## src/lfwdt_map.vh

```
// register map, field layout and reset values of the low-frequency watchdog
`ifndef LFWDT_MAP_VH
`define LFWDT_MAP_VH

// ------------------------------------------------------------
// register byte offsets
// ------------------------------------------------------------
`define LFWDT_CTRL_OFS      12'h000
`define LFWDT_RESTART_OFS   12'h004
`define LFWDT_STAT_OFS      12'h008
`define LFWDT_INTST_OFS     12'h00c
`define LFWDT_INTMSK_OFS    12'h010
`define LFWDT_CNT_OFS       12'h014

// ------------------------------------------------------------
// control fields
// ------------------------------------------------------------
`define LFWDT_CTRL_EN_BIT   0
`define LFWDT_CTRL_LOCK_BIT 1
`define LFWDT_CTRL_INT_LSB  4
`define LFWDT_CTRL_INT_MSB  6
`define LFWDT_INT_W         3
`define LFWDT_INT_MAX       3'h7

// restart key written to the restart register
`define LFWDT_RESTART_KEY   32'h0000_00a5

// status / interrupt bits
`define LFWDT_EV_W          2
`define LFWDT_EV_LOCKREJ    0
`define LFWDT_EV_RESTART    1

// status register bits
`define LFWDT_STAT_PEND_BIT 0
`define LFWDT_STAT_REQ_BIT  1

// ------------------------------------------------------------
// counter sizing: interval n gives 2^(INT_BASE+n) ticks
// ------------------------------------------------------------
`define LFWDT_CNT_W         21
`define LFWDT_INT_BASE      5'h0e
`define LFWDT_OSC_KHZ       80

`endif

```

## src/lfwdt_top.v

```verilog
// low-frequency watchdog timer with apb register access
//
// Summary of operation
// counter overflow asserts an internal system reset request
// software must restart the watchdog before overflow every interval
// after reset: enabled, counting, longest interval selected
// software may disable the watchdog while unlocked
// lock keeps it enabled; settings frozen until next system reset
// overflow never drives the external reset pin, only internal reset
// software selects timeout interval, setting ticks before overflow
// counter advances on the 80 kHz low-frequency oscillator clock
// restart clears counter to zero, crossed safely into oscillator domain
//
// The APB interface to the registers and the register offsets were chosen for this implementation.
`timescale 1ns/1ps
`default_nettype none
`include "lfwdt_map.vh"

module lfwdt_top (
    // apb slave
    input  wire        pclk,
    input  wire        presetn,
    input  wire        pclk_en,
    input  wire        psel,
    input  wire        penable,
    input  wire        pwrite,
    input  wire [11:0] paddr,
    input  wire [31:0] pwdata,
    output wire        pready,
    output reg  [31:0] prdata,
    output wire        pslverr,
    // low-frequency oscillator
    input  wire        low_freq_osc,
    // system
    output reg         sys_reset_req,
    output wire        irq
);

    // ------------------------------------------------------------
    // registers
    // ------------------------------------------------------------
    reg                      en_ff;
    reg                      lock_ff;
    reg [`LFWDT_INT_W-1:0]   int_sel_ff;
    reg [`LFWDT_EV_W-1:0]    int_st_ff;
    reg [`LFWDT_EV_W-1:0]    int_msk_ff;
    reg                      rst_tgl_ff;
    reg                      osc_s1_ff;
    reg                      osc_s2_ff;
    reg                      osc_s3_ff;
    reg                      ack_s1_ff;
    reg                      ack_s2_ff;
    reg [`LFWDT_CNT_W-1:0]   cnt_ff;
    reg                      ack_tgl_ff;
    reg                      seen_tgl_ff;

    wire xfer    = psel & penable & pclk_en;
    wire wr_acc  = xfer & pwrite;
    wire rd_acc  = xfer & ~pwrite;
    wire osc_rise = osc_s2_ff & ~osc_s3_ff;
    wire unmapped;

    // decode used only for the pslverr error response
    function is_mapped;
        input [11:0] a;
        begin
            if (a == `LFWDT_CTRL_OFS)
                is_mapped = 1'b1;
            else if (a == `LFWDT_RESTART_OFS)
                is_mapped = 1'b1;
            else if (a == `LFWDT_STAT_OFS)
                is_mapped = 1'b1;
            else if (a == `LFWDT_INTST_OFS)
                is_mapped = 1'b1;
            else if (a == `LFWDT_INTMSK_OFS)
                is_mapped = 1'b1;
            else if (a == `LFWDT_CNT_OFS)
                is_mapped = 1'b1;
            else
                is_mapped = 1'b0;
        end
    endfunction

    assign unmapped = ~is_mapped(paddr);
    assign pready   = 1'b1;
    assign pslverr  = psel & penable & unmapped;

    // ------------------------------------------------------------
    // control register and restart
    // ------------------------------------------------------------
    wire wr_ctrl    = wr_acc & (paddr == `LFWDT_CTRL_OFS);
    wire wr_restart = wr_acc & (paddr == `LFWDT_RESTART_OFS)
                      & (pwdata == `LFWDT_RESTART_KEY);
    wire lock_rej   = wr_ctrl & lock_ff;
    wire restart_ev = wr_restart & en_ff;

    always @(posedge pclk or negedge presetn) begin
        if (!presetn) begin
            en_ff      <= 1'b1;
            lock_ff    <= 1'b0;
            int_sel_ff <= `LFWDT_INT_MAX;
            rst_tgl_ff <= 1'b0;
        end else if (pclk_en) begin
            if (wr_ctrl && !lock_ff) begin
                en_ff      <= pwdata[`LFWDT_CTRL_EN_BIT];
                int_sel_ff <= pwdata[`LFWDT_CTRL_INT_MSB:`LFWDT_CTRL_INT_LSB];
                // lock forces enabled on
                if (pwdata[`LFWDT_CTRL_LOCK_BIT]) begin
                    lock_ff <= 1'b1;
                    en_ff   <= 1'b1;
                end
            end
            if (wr_restart)
                rst_tgl_ff <= ~rst_tgl_ff;
        end
    end

    // ------------------------------------------------------------
    // interrupt status, mask
    // ------------------------------------------------------------
    wire [`LFWDT_EV_W-1:0] ev_set;
    assign ev_set = {restart_ev, lock_rej};
    wire rd_intst = rd_acc & (paddr == `LFWDT_INTST_OFS);

    always @(posedge pclk or negedge presetn) begin
        if (!presetn) begin
            int_st_ff  <= {`LFWDT_EV_W{1'b0}};
            int_msk_ff <= {`LFWDT_EV_W{1'b0}};
        end else if (pclk_en) begin
            // a new event wins over the read clear
            int_st_ff <= (rd_intst ? {`LFWDT_EV_W{1'b0}} : int_st_ff) | ev_set;
            if (wr_acc && paddr == `LFWDT_INTMSK_OFS)
                int_msk_ff <= pwdata[`LFWDT_EV_W-1:0];
        end
    end

    assign irq = |(int_st_ff & int_msk_ff);

    // ------------------------------------------------------------
    // oscillator sampling and restart acknowledge
    // ------------------------------------------------------------
    always @(posedge pclk or negedge presetn) begin
        if (!presetn) begin
            osc_s1_ff <= 1'b0;
            osc_s2_ff <= 1'b0;
            osc_s3_ff <= 1'b0;
            ack_s1_ff <= 1'b0;
            ack_s2_ff <= 1'b0;
        end else if (pclk_en) begin
            osc_s1_ff <= low_freq_osc;
            osc_s2_ff <= osc_s1_ff;
            osc_s3_ff <= osc_s2_ff;
            ack_s1_ff <= ack_tgl_ff;
            ack_s2_ff <= ack_s1_ff;
        end
    end

    // ------------------------------------------------------------
    // watchdog counter, advanced on oscillator edges
    // ------------------------------------------------------------
    wire [`LFWDT_CNT_W:0] cnt_inc = {1'b0, cnt_ff} + {{`LFWDT_CNT_W{1'b0}}, 1'b1};
    wire [4:0]            ovf_bit = `LFWDT_INT_BASE + {2'h0, int_sel_ff};
    wire                  restart_pend = (rst_tgl_ff != seen_tgl_ff);
    wire                  ovf_now = en_ff & osc_rise & cnt_inc[ovf_bit];
    wire                  restart_take = restart_pend & osc_rise;
    reg [`LFWDT_CNT_W-1:0] nxt_cnt;

    // restart beats disable, disable holds the count at zero
    always @* begin
        nxt_cnt = cnt_ff;
        if (restart_take) begin
            nxt_cnt = {`LFWDT_CNT_W{1'b0}};
        end else if (!en_ff) begin
            nxt_cnt = {`LFWDT_CNT_W{1'b0}};
        end else if (osc_rise) begin
            nxt_cnt = cnt_inc[`LFWDT_CNT_W-1:0];
        end
    end

    always @(posedge pclk or negedge presetn) begin
        if (!presetn) begin
            cnt_ff        <= {`LFWDT_CNT_W{1'b0}};
            seen_tgl_ff   <= 1'b0;
            ack_tgl_ff    <= 1'b0;
            sys_reset_req <= 1'b0;
        end else if (pclk_en) begin
            cnt_ff <= nxt_cnt;
            if (restart_take) begin
                seen_tgl_ff <= rst_tgl_ff;
                ack_tgl_ff  <= rst_tgl_ff;
            end
            // internal reset only; no external pin is driven
            if (ovf_now && !restart_pend)
                sys_reset_req <= 1'b1;
        end
    end

    // ------------------------------------------------------------
    // read data
    // ------------------------------------------------------------
    reg [31:0] nxt_prdata;
    wire       rd_setup = pclk_en & psel & ~penable & ~pwrite;

    // unmapped and write-only offsets read as zero
    always @* begin
        nxt_prdata = 32'h0000_0000;
        if (paddr == `LFWDT_CTRL_OFS) begin
            nxt_prdata[`LFWDT_CTRL_EN_BIT]   = en_ff;
            nxt_prdata[`LFWDT_CTRL_LOCK_BIT] = lock_ff;
            nxt_prdata[`LFWDT_CTRL_INT_MSB:`LFWDT_CTRL_INT_LSB] = int_sel_ff;
        end else if (paddr == `LFWDT_STAT_OFS) begin
            nxt_prdata[`LFWDT_STAT_PEND_BIT] = restart_pend | (ack_s2_ff != rst_tgl_ff);
            nxt_prdata[`LFWDT_STAT_REQ_BIT]  = sys_reset_req;
        end else if (paddr == `LFWDT_INTST_OFS) begin
            nxt_prdata[`LFWDT_EV_W-1:0] = int_st_ff;
        end else if (paddr == `LFWDT_INTMSK_OFS) begin
            nxt_prdata[`LFWDT_EV_W-1:0] = int_msk_ff;
        end else if (paddr == `LFWDT_CNT_OFS) begin
            nxt_prdata[`LFWDT_CNT_W-1:0] = cnt_ff;
        end
    end

    // captured in the setup cycle, stands through the access cycle
    always @(posedge pclk or negedge presetn) begin
        if (!presetn) begin
            prdata <= 32'h0000_0000;
        end else if (rd_setup) begin
            prdata <= nxt_prdata;
        end
    end

endmodule
`default_nettype wire

```

## config.mk

```make
export PLATFORM = sky130hd
export DESIGN_NAME = lfwdt_top
export DESIGN_NICKNAME = d
export VERILOG_FILES = /design/src/lfwdt_top.v
export VERILOG_INCLUDE_DIRS = /design/src
export SDC_FILE = /design/constraint.sdc
export NUM_CORES = 1
export LEC_CHECK = 0
export BUFFER_PORTS_ARGS = -buffer_cell sky130_fd_sc_hd__buf_4
export CAP_MARGIN = 15
export CORE_ASPECT_RATIO = 0.8
export CORE_UTILIZATION = 55
export DETAILED_ROUTE_END_ITERATION = 8
export HOLD_SLACK_MARGIN = 0.12
export PLACE_DENSITY_LB_ADDON = 0.2
export SLEW_MARGIN = 10
export SYNTH_ARGS = -nofsm -noshare
export SYNTH_HDL_FRONTEND = slang
export SYNTH_SLANG_ARGS = --single-unit
```

## constraint.sdc

```tcl
create_clock -name pclk -period 4.8 [get_ports pclk]
set_input_delay 0.24 -clock pclk [delete_from_list [all_inputs] [get_ports pclk]]
set_output_delay 0.24 -clock pclk [all_outputs]
set_load 0.02 [all_outputs]
```

==> results.tsv <==
stage	metric	value	unit
outcome	status	finished clean	
route	drc_errors	0	
yosys	synth_area_leaders	dfrtp_1 (40%), a22o_1 (5.1%), nand2_1 (4.2%)	
run	drv_cap	0	
clock_network	clock-root-buffer	clkbuf_8	
pwr	ir_worst_vdd	176	uV
global_route	grt_max_degree	60	
layout	diodes	0	
global_route	antenna_found_initial	0	
floorplan	pin_count	87	
yosys	synth_ff_type	dfrtp_1	
layout	fin_util	0.700	
critical_path	criticalPathCategory	flop to flop	
yosys	avgSynthCellArea	9.41	um2
yosys	async_reset_ff_frac	1.00	
layout	nNetsFinal	483	
clock_network	numClockSinks	59	
floorplan	core	5970	um2
sta	fmax	412	MHz
route	wl_per_cell	17.7	um
yosys	ys.warnings.count	0	
clock_network	path_clk_slew	0.07	ns
sta	fin_setup_tns	0	ns
yosys	synth_edf_count	0	
global_route	grt.overflow.total	0	
sta	setup_viol_count_final	0	
critical_path	reg2reg_slack	2.37	ns
clock_network	cts_setup_buffers	0	
route	wl	9.12	mm
layout	final_area	4180	um2
sta	clock_skew	0.00759	ns
critical_path	worstRegToRegCells	7	
floorplan	start_util	0.578	
yosys	synth_top_area_frac	0.399	
critical_path	regToRegEndpoint	sys_reset_req	
sta	rsz0062_at_grt	false	
critical_path	cp_max_fo	7	
yosys	synth.cell_area	3450	um2
layout	area_delta_synth_final	21.1	%
critical_path	crit_start	cnt_ff[0]	
sta	layout_min_cycle_time	2.43	ns
clock_network	clock_path_buffers	2	
global_route	grt_pass1_vias	2840	
placed_design	io_buffers	74	
pwr	power.leakage	1.98	nW
route	via_per_inst	6.13	
route	ant_nets	0	
route	vias	3164	
critical_path	cp-endpoint	sys_reset_req	
layout	drive_gt1_frac	0.264	
critical_path	cp_slowest_cell	or3_1	
floorplan	fp-row-count	25	
clock_network	cts_tree	built	
critical_path	startpoint_type	flop	
floorplan	dieArea	6600	um2
floorplan	die_x	90.6	um
sta	hold_viol	0	
critical_path	path_cells	ha_1 -> nand2_1 -> or3_1 -> nor3_4 -> a221o_1 -> a32oi_1 -> a22oi_2	
critical_path	worstPathRequired	5.07	ns
yosys	yosysUniqueCellTypes	64	
critical_path	max_stage_delay	0.50	ns
sta	worst_hold_slack	0.140	ns
yosys	syn_inst	367	
critical_path	critPathArrivalTime	2.70	ns
yosys	yosys.area.top_type	dfrtp_1	
floorplan	die_h	72.9	um
route	drtPass1Iterations	5	
yosys	yosysMostFrequentCell	dfrtp_1	
placed_design	dpl_cell_area	3960	um2
sta	slew_viol_final	0	
sta	worst_pin_slew	0.835	ns
yosys	synthTopCellsByCount	dfrtp_1 (55), nand2_1 (39), o21ai_0 (27)	
route	drt_iter0_drc	263	
pwr	powerDensity	248	nW/um2
critical_path	r2r_start	cnt_ff[0]	
yosys	ys_ff_latch	59	
sta	post-route-period-util	0.506	
global_route	grt_pass1_wl	14.7	mm
sta	relSlewSlack	0.441	
clock_network	clock_latency	0.35	ns
global_route	track_usage	0.288	
clock_network	htree_levels	3	
critical_path	end_kind	flop	
placed_design	routabilityCongestion	0.897	
yosys	ys_seq_area_frac	0.429	
clock_network	cts_made_buffers	9	
placed_design	dp_hpwl	6.56	mm
worst_hold_path	hp-class	input port to flop	
==> repair_timing <==
action | in CTS | in global routing
hold buffers | 3 | 0
endpoints found under the hold margin | 57 | 0
setup endpoints to repair | 0 | 0
gates resized for setup | 0 | 0
==> cell families after synthesis <==
kind of cell               after synthesis  synth area share
xor gates and xnor gates                 9            0.0228
adders and majority gates                2           0.00725
and+or+nand+nor                        144             0.235
buffers and inverters                   42            0.0630
AOI/OAI and AO/OA                       98             0.205
muxes                                   11            0.0355
DFF                                     59             0.429
other                                    2           0.00217
==> cell type report <==
type,instances,area (um2)
Tap cell,81,101
Clock inverter,6,66.3
Sequential cell,59,1480
Inverter,7,26.3
Multi-Input combinational cell,276,1790
Timing Repair Buffer,77,586
Clock buffer,10,128
Fill cell,457,1790
==> worst min-delay path by stage <==
stage | from | endpoint | slack [ns] | depth (start not counted)
2_1_floorplan | presetn | ack_s1_ff | -0.06 | 0
3_3_place_gp | presetn | prdata[15] | 0.34 | 1
3_5_place_dp | presetn | prdata[16] | 0.35 | 1
4_1_cts | pwdata[5] | int_sel_ff[1] | 0.12 | 3
5_1_grt | pwdata[0] | int_msk_ff[0] | 0.14 | 2
6_report | pwdata[1] | lock_ff | 0.14 | 2
==> cells in the final DEF, fill, tap and decap left out, types with 3 or more instances in the layout <==
cell           Yosys  final
nand2b_1           4      4
nand3_1           20     20
nand2_1           39     39
nor3_1            10     10
o21ai_0           27     27
mux2_2            10     10
nor4_1             9      9
and4_1             3      3
clkbuf_8           0      9
clkinvlp_4         0      3
dfrtp_1           55     55
dlygate4sd3_1      0      3
conb_1             2     12
buf_4             13     74
a22o_1            20     20
or3_1              3      3
a32oi_1            4      4
dfstp_2            4      4
o41ai_1            4      4
xor2_1             6      6
a21o_1             4      4
nand4_1           11     11
o31ai_1            6      6
a31oi_1            8      8
a21oi_1            6      6
and2_1             4      4
xnor2_1            3      3
nor2_1            22     22
inv_1              6      6
==> sequential cells by signal, indices dropped and copies added (netlist names) <==
signal / flops
cnt_ff: 21
prdata: 21
int_sel_ff: 3
int_msk_ff: 2
int_st_ff: 2
ack_s1_ff: 1
ack_s2_ff: 1
en_ff: 1
lock_ff: 1
osc_s1_ff: 1
osc_s2_ff: 1
osc_s3_ff: 1
rst_tgl_ff: 1
seen_tgl_ff: 1
sys_reset_req: 1
==> worst max-delay path: cells and delay by family (launching register included) <==
| family | cells | cell delay [ns] |
|---|---|---|
| AO/OA/AOI/OAI | 3 | 0.53 |
| flip-flops | 1 | 0.47 |
| AND/OR/NAND/NOR | 3 | 1.04 |
| adder cells (fa/ha/maj) | 1 | 0.31 |
==> where the power goes <==
part	internal [W]	switching, W	leakage [nW]
sequential	0.000502	0.00000341	0.803
combinational	0.0000398	0.0000459	1.09
clock	0.000239	0.000206	0.0885
==> metal layers <==
layer | vias up | GRT usage | share of wire
met2 | 154 | 0.407 | 0.43
met1 | 1513 | 0.446 | 0.47
li1 | 1486 | - | -
met5 | - | 0 | 0
met3 | 11 | 0.0646 | 0.081
met4 | 0 | 0.0753 | 0.013
==> per-stage QoR <==
| stage | instances | total power (W) | setup WS, ns |
|---|---|---|---|
| 6_report | 516 | 0.00104 | 2.37 |
| 3_3_place_gp | 497 | 0.000596 | 2.51 |
| 3_5_place_dp | 497 | 0.000599 | 2.45 |
| 4_1_cts | 516 | 0.00104 | 2.44 |
| 5_1_grt | 516 | 0.00107 | 2.23 |
| 2_1_floorplan | 377 | 0.000555 | 2.82 |
Note: power is estimated with default switching activity, not from simulation.
